[config.mk]
export PLATFORM = sky130hd
export DESIGN_NAME = bsc_mem_ctrl_flat
export DESIGN_NICKNAME = d
export VERILOG_FILES = /design/src/rtl/bsc_pkg.sv /design/src/rtl/bsc_link_if.sv /design/src/rtl/bsc_mem_ctrl.sv /design/src/flat_wrapper.sv
export SDC_FILE = /design/constraint.sdc
export NUM_CORES = 1
export LEC_CHECK = 0
export ABC_AREA = 1
export BUFFER_PORTS_ARGS = -buffer_cell sky130_fd_sc_hd__buf_2
export CAP_MARGIN = 20
export CORE_ASPECT_RATIO = 2
export CORE_MARGIN = 2
export CORE_UTILIZATION = 61
export DETAILED_ROUTE_END_ITERATION = 7
export HOLD_SLACK_MARGIN = 0.12
export PLACE_DENSITY = 0.95
export SETUP_SLACK_MARGIN = 0.02
export SLEW_MARGIN = 20
export SYNTH_ARGS = -nofsm -noshare
export SYNTH_HDL_FRONTEND = slang
export SYNTH_SLANG_ARGS = --single-unit
[constraint.sdc]
create_clock -name core_clk_in -period 2.7 [get_ports core_clk_in]
set_input_delay 0.54 -clock core_clk_in [delete_from_list [all_inputs] [get_ports core_clk_in]]
set_output_delay 0.54 -clock core_clk_in [all_outputs]
set_load 0.005 [all_outputs]
[src/rtl/bsc_pkg.sv]
// shared constants, configuration codes and lane decoding for both burst-2 sram ends
// Behaviour
// - load strobe low defines a new transaction
// - every transaction moves exactly two words
// - x8 nibble selects mask each word nibble
// - other widths: byte selects mask each byte
// - byte select n governs nine-bit lane n
// - selects travel and sample with their word
// - address captured only on true clock edge
// - one address bus serves reads and writes
// - two half-depth arrays hold the word pair
// - address width 22, 21 or 20 bits
// - address ignored unless port is selected
// - direction high reads, low writes
// - write data sampled on both edges
package bsc_pkg;
  localparam int          DATA_W        = 36;
  localparam int          ADDR_W        = 22;
  localparam int          BSEL_W        = 4;
  localparam int          NSEL_W        = 2;
  localparam int          LANE_W        = 9;
  localparam int          NIB_W         = 4;
  // data width configurations
  localparam logic [1:0]  CFG_X8        = 2'h0;
  localparam logic [1:0]  CFG_X9        = 2'h1;
  localparam logic [1:0]  CFG_X18       = 2'h2;
  localparam logic [1:0]  CFG_X36       = 2'h3;
  localparam int          AW_X8_X9      = 22;
  localparam int          AW_X18        = 21;
  localparam int          AW_X36        = 20;
  localparam logic        DIR_READ      = 1'h1;
  localparam logic        DIR_WRITE     = 1'h0;
  // controller register map, byte addresses
  localparam logic [7:0]  REG_CTRL      = 8'h00;
  localparam logic [7:0]  REG_ADDR      = 8'h04;
  localparam logic [7:0]  REG_WDATA0    = 8'h08;
  localparam logic [7:0]  REG_WDATA1    = 8'h0C;
  localparam logic [7:0]  REG_SEL       = 8'h10;
  localparam logic [7:0]  REG_RDATA0    = 8'h14;
  localparam logic [7:0]  REG_RDATA1    = 8'h18;
  localparam logic [7:0]  REG_STATUS    = 8'h1C;
  localparam int          CTRL_GO_BIT   = 0;
  localparam int          CTRL_DIR_BIT  = 1;
  localparam int          ST_BUSY_BIT   = 0;
  localparam int          ST_RDONE_BIT  = 1;
  localparam int          ST_WDONE_BIT  = 2;
  localparam logic [7:0]  SEL_RESET     = 8'h00;
  localparam logic [3:0]  SEL_IDLE      = 4'hF;

  function automatic int addr_width(input logic [1:0] cfg);
    int w;
    w = AW_X36;
    case (cfg)
      CFG_X8, CFG_X9: w = AW_X8_X9;
      CFG_X18:        w = AW_X18;
      default:        w = AW_X36;
    endcase
    return w;
  endfunction

  // write enable per data bit from the active-low selects of one word
  function automatic logic [DATA_W-1:0] lane_mask(input logic [1:0] cfg,
                                                   input logic [NSEL_W-1:0] nib_n,
                                                   input logic [BSEL_W-1:0] byte_n);
    logic [DATA_W-1:0] m;
    m = '0;
    case (cfg)
      CFG_X8: begin
        m[NIB_W-1:0]       = {NIB_W{~nib_n[0]}};
        m[2*NIB_W-1:NIB_W] = {NIB_W{~nib_n[1]}};
      end
      CFG_X9:  m[LANE_W-1:0] = {LANE_W{~byte_n[0]}};
      CFG_X18: begin
        m[LANE_W-1:0]        = {LANE_W{~byte_n[0]}};
        m[2*LANE_W-1:LANE_W] = {LANE_W{~byte_n[1]}};
      end
      default: begin
        for (int i = 0; i < BSEL_W; i++) begin
          m[i*LANE_W +: LANE_W] = {LANE_W{~byte_n[i]}};
        end
      end
    endcase
    return m;
  endfunction
endpackage

[src/rtl/bsc_link_if.sv]
// link between the memory controller and the burst-2 sram device
`timescale 1ns/1ns
interface bsc_link_if;
  logic                        k_rise;                 // 1: true-clock edge, 0: complement
  logic                        load_strobe_n;
  logic                        rd_wr;                  // 1 read, 0 write
  logic [bsc_pkg::ADDR_W-1:0]  addr;
  logic [bsc_pkg::DATA_W-1:0]  d;
  logic [bsc_pkg::NSEL_W-1:0]  nibble_write_select_n;
  logic [bsc_pkg::BSEL_W-1:0]  byte_write_select_n;
  logic [bsc_pkg::DATA_W-1:0]  q;
  logic                        q_valid;
  logic                        q_word;                 // 0 even word, 1 odd word

  modport ctrl (
    output k_rise, load_strobe_n, rd_wr, addr, d, nibble_write_select_n, byte_write_select_n,
    input  q, q_valid, q_word
  );
  modport dev (
    input  k_rise, load_strobe_n, rd_wr, addr, d, nibble_write_select_n, byte_write_select_n,
    output q, q_valid, q_word
  );
endinterface

[src/rtl/bsc_mem_ctrl.sv]
// memory controller end: register port in, burst-2 sram link out
`timescale 1ns/1ns
module bsc_mem_ctrl #(
  parameter logic [1:0] CFG = bsc_pkg::CFG_X36
) (
  input  wire logic                        core_clk_in,  // core clock
  input  wire logic                        rst_n_in,     // async reset, active low
  input  wire logic [7:0]                  reg_addr_in,  // register byte address
  input  wire logic [bsc_pkg::DATA_W-1:0]  reg_wdata_in, // register write data
  input  wire logic                        reg_wr_in,    // write strobe
  input  wire logic                        reg_rd_in,    // read strobe
  output      logic [bsc_pkg::DATA_W-1:0]  reg_rdata_out, // read data, cycle after strobe
  bsc_link_if.ctrl                         link          // device side
);
  typedef enum logic [4:0] {
    ST_IDLE = 5'h01,
    ST_LOAD = 5'h02,
    ST_W0   = 5'h04,
    ST_W1   = 5'h08,
    ST_RD   = 5'h10
  } bsc_state_t;

  bsc_state_t                 state_reg;
  bsc_state_t                 state_next;
  logic                       go_reg;
  logic                       dir_reg;
  logic [bsc_pkg::ADDR_W-1:0] addr_reg;
  logic [bsc_pkg::DATA_W-1:0] wdata0_reg;
  logic [bsc_pkg::DATA_W-1:0] wdata1_reg;
  logic [7:0]                 sel_reg;
  logic [bsc_pkg::DATA_W-1:0] rdata0_reg;
  logic [bsc_pkg::DATA_W-1:0] rdata1_reg;
  logic                       rdone_reg;
  logic                       wdone_reg;
  logic [bsc_pkg::DATA_W-1:0] rdata_reg;
  logic                       k_rise_reg;
  logic                       load_n_reg;
  logic                       rd_wr_reg;
  logic [bsc_pkg::ADDR_W-1:0] link_addr_reg;
  logic [bsc_pkg::DATA_W-1:0] d_reg;
  logic [3:0]                 wsel_reg;

  wire logic                  wr_ctrl   = reg_wr_in & (reg_addr_in == bsc_pkg::REG_CTRL);
  wire logic                  wr_status = reg_wr_in & (reg_addr_in == bsc_pkg::REG_STATUS);
  wire logic                  busy      = (state_reg != ST_IDLE);
  // a load may only leave on the cycle that becomes a true-clock edge
  wire logic                  launch    = (state_reg == ST_IDLE) & go_reg & ~k_rise_reg;
  wire logic                  rd_last   = link.q_valid & link.q_word;
  wire logic [bsc_pkg::DATA_W-1:0] status_word =
    bsc_pkg::DATA_W'({wdone_reg, rdone_reg, busy});
  wire logic [bsc_pkg::DATA_W-1:0] rd_mux =
    (reg_addr_in == bsc_pkg::REG_CTRL)   ? bsc_pkg::DATA_W'({dir_reg, go_reg}) :
    (reg_addr_in == bsc_pkg::REG_ADDR)   ? bsc_pkg::DATA_W'(addr_reg) :
    (reg_addr_in == bsc_pkg::REG_WDATA0) ? wdata0_reg :
    (reg_addr_in == bsc_pkg::REG_WDATA1) ? wdata1_reg :
    (reg_addr_in == bsc_pkg::REG_SEL)    ? bsc_pkg::DATA_W'(sel_reg) :
    (reg_addr_in == bsc_pkg::REG_RDATA0) ? rdata0_reg :
    (reg_addr_in == bsc_pkg::REG_RDATA1) ? rdata1_reg :
    (reg_addr_in == bsc_pkg::REG_STATUS) ? status_word : '0;

  always_comb begin
    case (state_reg)
      ST_IDLE: state_next = launch ? ST_LOAD : ST_IDLE;
      ST_LOAD: state_next = dir_reg ? ST_RD : ST_W0;
      ST_W0:   state_next = ST_W1;
      ST_W1:   state_next = ST_IDLE;
      ST_RD:   state_next = rd_last ? ST_IDLE : ST_RD;
      default: state_next = ST_IDLE;
    endcase
  end

  always_ff @(posedge core_clk_in or negedge rst_n_in) begin
    if (!rst_n_in) begin
      state_reg <= ST_IDLE;
      k_rise_reg <= 1'b0;
    end else begin
      state_reg <= state_next;
      k_rise_reg <= ~k_rise_reg;
    end
  end

  // software registers; go clears itself once the load is on the link
  always_ff @(posedge core_clk_in or negedge rst_n_in) begin
    if (!rst_n_in) begin
      go_reg     <= 1'b0;
      dir_reg    <= bsc_pkg::DIR_WRITE;
      addr_reg   <= '0;
      wdata0_reg <= '0;
      wdata1_reg <= '0;
      sel_reg    <= bsc_pkg::SEL_RESET;
      rdata_reg  <= '0;
    end else begin
      if (wr_ctrl) begin
        go_reg  <= reg_wdata_in[bsc_pkg::CTRL_GO_BIT];
        dir_reg <= reg_wdata_in[bsc_pkg::CTRL_DIR_BIT];
      end else if (launch) begin
        go_reg <= 1'b0;
      end
      if (reg_wr_in && reg_addr_in == bsc_pkg::REG_ADDR) begin
        addr_reg <= reg_wdata_in[bsc_pkg::ADDR_W-1:0];
      end
      if (reg_wr_in && reg_addr_in == bsc_pkg::REG_WDATA0) begin
        wdata0_reg <= reg_wdata_in;
      end
      if (reg_wr_in && reg_addr_in == bsc_pkg::REG_WDATA1) begin
        wdata1_reg <= reg_wdata_in;
      end
      if (reg_wr_in && reg_addr_in == bsc_pkg::REG_SEL) begin
        sel_reg <= reg_wdata_in[7:0];
      end
      if (reg_rd_in) begin
        rdata_reg <= rd_mux;
      end
    end
  end

  // done flags: hardware set wins over a write-one clear in the same cycle
  always_ff @(posedge core_clk_in or negedge rst_n_in) begin
    if (!rst_n_in) begin
      rdone_reg  <= 1'b0;
      wdone_reg  <= 1'b0;
      rdata0_reg <= '0;
      rdata1_reg <= '0;
    end else begin
      if (link.q_valid && !link.q_word) begin
        rdata0_reg <= link.q;
      end
      if (rd_last) begin
        rdata1_reg <= link.q;
      end
      rdone_reg <= rd_last | (rdone_reg & ~(wr_status & reg_wdata_in[bsc_pkg::ST_RDONE_BIT]));
      wdone_reg <= (state_reg == ST_W1) |
                   (wdone_reg & ~(wr_status & reg_wdata_in[bsc_pkg::ST_WDONE_BIT]));
    end
  end

  // link drive: load and address with the true edge, then two data beats on a write
  always_ff @(posedge core_clk_in or negedge rst_n_in) begin
    if (!rst_n_in) begin
      load_n_reg    <= 1'b1;
      rd_wr_reg     <= bsc_pkg::DIR_READ;
      link_addr_reg <= '0;
      d_reg         <= '0;
      wsel_reg      <= bsc_pkg::SEL_IDLE;
    end else begin
      load_n_reg <= ~launch;
      if (launch) begin
        rd_wr_reg     <= dir_reg;
        link_addr_reg <= addr_reg;
      end
      if (state_reg == ST_LOAD && !dir_reg) begin
        d_reg    <= wdata0_reg;
        wsel_reg <= sel_reg[3:0];
      end else if (state_reg == ST_W0) begin
        d_reg    <= wdata1_reg;
        wsel_reg <= sel_reg[7:4];
      end else begin
        wsel_reg <= bsc_pkg::SEL_IDLE;
      end
    end
  end

  assign reg_rdata_out              = rdata_reg;
  assign link.k_rise                = k_rise_reg;
  assign link.load_strobe_n         = load_n_reg;
  assign link.rd_wr                 = rd_wr_reg;
  assign link.addr                  = link_addr_reg;
  assign link.d                     = d_reg;
  // nibble selects only exist in the x8 width, byte selects in the others
  assign link.nibble_write_select_n = (CFG == bsc_pkg::CFG_X8) ? wsel_reg[1:0] : 2'h3;
  assign link.byte_write_select_n   = (CFG == bsc_pkg::CFG_X8) ? 4'hF : wsel_reg;

endmodule

[src/flat_wrapper.sv]
// flat-port wrapper written by rule: the top's interface ports become plain ports
module bsc_mem_ctrl_flat 
#(
  parameter logic [1:0] CFG = bsc_pkg::CFG_X36
)
  (core_clk_in, rst_n_in, reg_addr_in, reg_wdata_in, reg_wr_in, reg_rd_in, reg_rdata_out, link_k_rise, link_load_strobe_n, link_rd_wr, link_addr, link_d, link_nibble_write_select_n, link_byte_write_select_n, link_q, link_q_valid, link_q_word);
  bsc_link_if link_i ();
  input  wire logic core_clk_in;
  input  wire logic rst_n_in;
  input  wire logic [7:0] reg_addr_in;
  input  wire logic [bsc_pkg::DATA_W-1:0] reg_wdata_in;
  input  wire logic reg_wr_in;
  input  wire logic reg_rd_in;
  output      logic [bsc_pkg::DATA_W-1:0] reg_rdata_out;
  output wire logic [$bits(link_i.k_rise)-1:0] link_k_rise;
  output wire logic [$bits(link_i.load_strobe_n)-1:0] link_load_strobe_n;
  output wire logic [$bits(link_i.rd_wr)-1:0] link_rd_wr;
  output wire logic [$bits(link_i.addr)-1:0] link_addr;
  output wire logic [$bits(link_i.d)-1:0] link_d;
  output wire logic [$bits(link_i.nibble_write_select_n)-1:0] link_nibble_write_select_n;
  output wire logic [$bits(link_i.byte_write_select_n)-1:0] link_byte_write_select_n;
  input wire logic [$bits(link_i.q)-1:0] link_q;
  input wire logic [$bits(link_i.q_valid)-1:0] link_q_valid;
  input wire logic [$bits(link_i.q_word)-1:0] link_q_word;
  assign link_k_rise = link_i.k_rise;
  assign link_load_strobe_n = link_i.load_strobe_n;
  assign link_rd_wr = link_i.rd_wr;
  assign link_addr = link_i.addr;
  assign link_d = link_i.d;
  assign link_nibble_write_select_n = link_i.nibble_write_select_n;
  assign link_byte_write_select_n = link_i.byte_write_select_n;
  assign link_i.q = link_q;
  assign link_i.q_valid = link_q_valid;
  assign link_i.q_word = link_q_word;
  bsc_mem_ctrl #(.CFG(CFG)) u_core (.core_clk_in(core_clk_in), .rst_n_in(rst_n_in), .reg_addr_in(reg_addr_in), .reg_wdata_in(reg_wdata_in), .reg_wr_in(reg_wr_in), .reg_rd_in(reg_rd_in), .reg_rdata_out(reg_rdata_out), .link(link_i));
endmodule
==> metrics.csv, run 1 <==
stage;metric;value;unit
routing;drt-total-wl;33000;um
layout;drive_above_1_share;0.185;
routing;drt-initial-drc-count;912;
routing;num_vias;10500;
layout;layout_common_cells;nand2_1 (416), dfrtp_1 (277), buf_2 (185);
sta;grt_setup_unrepaired;false;
layout;num-nets-final;1638;
floorplan;dieArea;0.0211;mm2
worst_setup_path;crit_buf_inv;1;
worst_setup_path;r2r_end;u_core.link.d[21];
yosys;synth_xor_area_frac;0;
yosys;muxShareOfSynthArea;0;
routing;viasPerCell;5.74;
yosys;synth_top_family_by_area;simple AND/OR/NAND/NOR gates;
status;status;finished, final reports clean;
clock_network;clk_path_buf_depth;3;
layout;regArea;0.00712;mm2
worst_setup_path;r2r_cells;5;
worst_setup_path;crit_path_cell_trace;nor2_2 > nand4_1 > o21ai_4 > buf_12 > o21ai_0;
place;pre_cts_slack;0.364;ns
yosys;synth-adder-area-share;0;
global_route;grt_max_degree;72;
worst_setup_path;max_stage_delay;0.57;ns
worst_setup_path;cp_slowest_cell;o21ai_4;
sta;finalSetupViolCount;0;
sta;final_hold_viol_count;0;
yosys;synth-seq-cells;284;
yosys;synth.yosys.seq_area_share;0.586;
worst_setup_path;critPathLaunchType;flop;
layout;diodes;0;
worst_setup_path;crit_cells;5;
yosys;synth_area;0.0121;mm2
min_path;holdPathEnd;u_core.wdata0_reg[29];
power;p_leak;7.21;nW
yosys;yosysUniqueCellTypes;33;
worst_setup_path;critPathKind;flop to flop;
floorplan;num_io_pins;189;
min_path;min-delay-start;reg_wdata_in[29];
clock_network;hold_buffers;1;
yosys;synth-simple-area-share;0.175;
min_path;whs_path_depth;3;
global_route;grt_pass1_wl;52900;um
sta;drv_slew;0;
worst_setup_path;path_delay_family;compound AO/OA/AOI/OAI gates;
global_route;grt_overflow_total;0;
layout;utilization;0.712;
yosys;synth_compound_area_frac;0.157;
place;portBuffers;186;
sta;setup_tns;0;ns
clock_network;path_clk_slew;0.07;ns
power;pwr_density_cell;614;mW/mm2
floorplan;fp.dieH;204;um
place;dp_cells;1788;
clock_network;clk_latency;0.52;ns
global_route;grt_pass1_vias;10300;
floorplan;coreArea;0.0197;mm2
worst_setup_path;cp.required;3.09;ns
routing;wl_per_cell;18.0;um
min_path;hold_path_class;input pin to flop;
worst_setup_path;r2r_slack;0.72;ns
worst_setup_path;worstPathArrival;2.37;ns
clock_network;htreeDepth;1;
worst_setup_path;cp_max_fo;21;
power;total_power;8.63;mW
sta;fmax;505;MHz
clock_network;cts.sinks;284;
layout;area_growth;15.7;%
sta;period_share;0.733;
sta;period_needed;1.98;ns
clock_network;postCtsSetupBuffers;0;
layout;layout_commonest_cell;nand2_1;
yosys;synth_cells;1389;
layout;fill_cells;1455;
layout;instances_no_fill;1830;
yosys;yosysWarnings;0;
flow_run;drv_cap;0;
layout;multi_input_area;0.00407;mm2
floorplan;start_util;0.616;
place;hpwl;22600;um
clock_network;post_cts_resized;0;
clock_network;tritoncts;yes;
yosys;syn_area_per_cell;8.74;um2
routing;drt-pass1-iter-count;6;
floorplan;rows;73;
routing;final_antenna_net_count;0;
global_route;antenna_found_initial;0;
sta;finClkSkew;0.0152;ns
place;gp_congestion;0.950;
global_route;grt_util_all_layers;0.314;
sta;slew-limit-headroom;0.488;
routing;drc;0;
sta;fin_ws;0.720;ns
worst_setup_path;critPathCaptureType;flop;
worst_setup_path;rr_startpoint;u_core.state_reg[3];
clock_network;cts_root_buf;clkbuf_16;
clock_network;numCtsBuffers;23;
power;peakVddDrop;0.496;mV
sta;tightest_slew;0.767;ns
floorplan;die_w;104;um
-- per-stage QoR --
stage | hold WS [ns] | cell area [um2]
2_1_floorplan | 0.244 | 12200
3_3_place_gp | 0.452 | 13300
3_5_place_dp | 0.462 | 13300
4_1_cts | 0.263 | 14100
5_1_grt | 0.278 | 14100
6_report | 0.265 | 14100
-- logic make-up after synthesis --
family	after synthesis
AOI/OAI and AO/OA	358
buffers and inverters	235
DFF	284
other	1
and+or+nand+nor	511
-- per-layer routing --
metal / vias up / global-route usage / routed length [um]
li1: 4790 / - / -
met5: - / 0 / 0
met3: 150 / 0.0374 / 2560
met1: 4944 / 0.371 / 11500
met4: 0 / 0.185 / 2150
met2: 628 / 0.551 / 16800
-- worst max path at each step --
| stage | start | end | slack [ns] |
|---|---|---|---|
| global placement | reg_addr_in[0] | u_core.addr_reg[21] | 0.45 |
| detailed placement | reg_addr_in[7] | u_core.addr_reg[7] | 0.36 |
| finish | u_core.state_reg[3] | u_core.link.d[21] | 0.72 |
| floorplan | reg_addr_in[1] | u_core.reg_rdata_out[18] | 1.15 |
| global route | u_core.state_reg[3] | u_core.link.d[30] | 0.60 |
| CTS | u_core.state_reg[3] | u_core.link.d[21] | 0.74 |
-- power by group --
| part | switching, mW | internal (mW) | leakage (nW) |
|---|---|---|---|
| sequential | 0.159 | 4.49 | 3.79 |
| combinational | 0.405 | 0.207 | 3.06 |
| clock | 1.51 | 1.86 | 0.362 |
| total | 2.07 | 6.56 | 7.21 |
-- final cells by class --
cell class,count,area share
flip-flops and latches,284,0.506
multi-input cells,871,0.290
repair buffers,211,0.0849
clock buffers,33,0.0458
inverters,161,0.0432
well taps,262,0.0233
clock inverters,8,0.00686
-- Yosys cell counts, drive strengths merged --
cell,count,share of area
clkbuf,26,0.0080
nor2,24,0.012
conb,1,0.00031
nand4,4,0.0021
dfstp,7,0.015
o21ai,264,0.11
nand2,427,0.13
clkinv,1,0.00031
a22oi,39,0.024
o221ai,1,0.00072
nor3,3,0.0031
buf,48,0.023
a21oi,47,0.019
dfrtp,277,0.57
o31ai,2,0.0012
inv,160,0.050
o22ai,1,0.00052
nand3,53,0.024
o211ai,4,0.0025
-- tightest hold or removal path, delay by kind of cell --
family                 cells  cell delay, ns
buffers and inverters      2            0.15
AO/OA/AOI/OAI              1            0.06
Note: power is estimated with default switching activity, not from simulation.
==> run 2: changes to the inputs <==
Settings changed: ABC_AREA 1 to 0, CORE_UTILIZATION 61 to 52, PLACE_DENSITY 0.95 to 0.87.
Clock period 2.7 ns to 1.8 ns, I/O delays scaled along.
==> run 2 against run 1 <==
The flow now finishes with violations (DRC). Synthesized cell count fell by 28%. Combinational power rose to 2.6 times the previous value. Global-route usage down 0.71 points. Count of clock-buffer cells in the layout is 3 higher. Critical path type unchanged.
==> metrics.csv, run 2 <==
stage;metric;value;unit
sta;fmax;557;MHz
flow_run;drv_cap;0;
worst_setup_path;critPathKind;flop to flop;
sta;finalSetupViolCount;0;
sta;period_share;0.997;
yosys;synth_top_area_frac;0.549;
yosys;yosysWarnings;0;
global_route;grt_util_all_layers;0.306;
worst_setup_path;crit_start;u_core.state_reg[4];
clock_network;cts.sinks;284;
routing;num_vias;10400;
yosys;synth-seq-cells;284;
worst_setup_path;endpoint;u_core.link.d[29];
sta;slew-limit-headroom;0.594;
floorplan;start_util;0.530;
yosys;synth_area;0.0126;mm2
global_route;grt_overflow_total;0;
layout;layout_commonest_cell;dfrtp_1;
routing;drc;1;
sta;finClkSkew;0.0101;ns
clock_network;cts_root_buf;clkbuf_16;
clock_network;postCtsSetupBuffers;0;
place;portBuffers;186;
status;status;complete, but fails checks;
yosys;ys_top_cells_by_count;dfrtp_1 (277), mux2_2 (194), nand2_1 (55);
sta;period_needed;1.79;ns
sta;final_hold_viol_count;0;
sta;finalHoldWorstSlack;0.136;ns
layout;multi_input_area;0.00510;mm2
yosys;synthArstFlopShare;1.00;
clock_network;numCtsBuffers;25;
layout;fill_cells;1580;
routing;wl_per_cell;25.8;um
floorplan;rows;80;
layout;area_growth;27.1;%
floorplan;fp.dieH;224;um
min_path;hold_path_class;input pin to flop;
routing;final_antenna_net_count;0;
yosys;synth_area_leaders;dfrtp_1 (55%), mux2_2 (17%), a22oi_1 (2.9%);
worst_setup_path;rr_startpoint;u_core.state_reg[4];
yosys;yosys.area.top_type;dfrtp_1;
worst_setup_path;worstPathArrival;2.26;ns
yosys;syn_area_per_cell;12.7;um2
floorplan;num_io_pins;189;
worst_setup_path;critPathLaunchType;flop;
layout;num-nets-final;1360;
power;peakVddDrop;0.642;mV
place;gp_congestion;0.902;
layout;regArea;0.00712;mm2
place;pre_cts_slack;-0.100;ns
clock_network;clk_latency;0.54;ns
sta;grt_setup_unrepaired;false;
layout;utilization;0.674;
worst_setup_path;critPathCaptureType;flop;
yosys;dominantRegCellSynth;dfrtp_1;
layout;layout_common_cells;dfrtp_1 (277), mux2_2 (194), buf_2 (185);
clock_network;tritoncts;yes;
yosys;post-synth-top-count-cell;dfrtp_1;
clock_network;htreeDepth;1;
worst_setup_path;r2r_cells;6;
power;p_leak;7.86;nW
routing;viasPerCell;6.56;
layout;drive_above_1_share;0.430;
sta;tightest_slew;0.609;ns
floorplan;coreArea;0.0238;mm2
floorplan;die_w;114;um
yosys;synth_edf_count;0;
clock_network;clk_path_buf_depth;3;
routing;drt-initial-drc-count;1291;
yosys;synth.yosys.seq_area_share;0.564;
worst_setup_path;cp_max_fo;6;
sta;fin_ws;0.00567;ns
floorplan;dieArea;0.0256;mm2
clock_network;path_clk_slew;0.07;ns
worst_setup_path;cp.required;2.27;ns
yosys;synth_cells;994;
place;hpwl;26100;um
routing;drt-pass1-iter-count;8;
status;violations;DRC;
worst_setup_path;r2r_end;u_core.link.d[29];
global_route;grt_pass1_wl;60200;um
sta;drv_slew;0;
global_route;grt_pass1_vias;10900;
global_route;grt_max_degree;77;
yosys;yosysUniqueCellTypes;65;
global_route;antenna_found_initial;1;
worst_setup_path;r2r_slack;0.006;ns
power;pwr_density_cell;894;mW/mm2
routing;drt-total-wl;40800;um
[run 2: logic make-up after synthesis]
family,Yosys count,synth area share
buffers and inverters,101,0.0364
and+or+nand+nor,189,0.0782
AOI/OAI and AO/OA,198,0.120
muxes,220,0.201
other,1,0.000297
xor gates and xnor gates,1,0.000694
DFF,284,0.564
[run 2: what timing repair did]
action	CTS	global route
endpoints found under the setup margin	64	64
gates resized for setup	3	10
endpoints found under the hold margin	404	2
pin swaps	0	4
cloned	0	4
hold buffers	61	2
[run 2: layout make-up]
class / count / area share
inverter: 23 / 0.00616
timing repair buffer: 330 / 0.157
clock inverter: 9 / 0.00904
multi-input combinational: 610 / 0.318
sequential: 284 / 0.443
tap: 287 / 0.0224
antenna: 1 / 0.000156
clock buffer: 36 / 0.0440
[run 2: how the worst min path moves through the flow]
stage | to | slack [ns] | from | cells after the start
2_1_floorplan | u_core.addr_reg[0] | 0.06 | rst_n_in | 0
3_3_place_gp | u_core.wdata0_reg[29] | 0.19 | rst_n_in | 1
3_5_place_dp | u_core.wdata0_reg[29] | 0.19 | rst_n_in | 1
4_1_cts | u_core.rdata0_reg[8] | 0.12 | link_q[8] | 2
5_1_grt | u_core.wdata0_reg[9] | 0.12 | reg_wdata_in[9] | 2
6_report | u_core.wdata0_reg[9] | 0.14 | reg_wdata_in[9] | 2
[run 2: metal layers]
layer / vias up / track usage / part of all wire
li1: 4235 / - / -
met1: 5226 / 0.346 / 0.34
met2: 697 / 0.526 / 0.51
met3: 210 / 0.0455 / 0.073
met4: 0 / 0.212 / 0.078
met5: - / 0 / 0
[run 2: report_power, final]
part	total [mW]	leakage [nW]	switching, mW	internal [mW]
registers	7.08	3.74	0.286	6.80
clock network	5.69	0.421	2.39	3.30
logic	1.57	3.69	0.796	0.773
total	14.3	7.86	3.47	10.9
[run 2: through the flow]
step	cell area [um2]	std cells	power [mW]	TNS, ns
after floorplan	12600	995	7.84	-0.0680
after global placement	14400	1467	8.47	-1.84
after detailed placement	14400	1467	8.56	-6.21
after CTS	15900	1573	14.3	-3.02
after global routing	16100	1580	14.7	0
final	16100	1580	14.3	0
[run 2: critical path, cell delays in order (launching register included)]
cell      delay (ns)
dfrtp_1         0.38
or3_4           0.41
or3b_4          0.46
clkinv_8        0.12
buf_12          0.13
a22oi_1         0.12
nand2_1         0.10
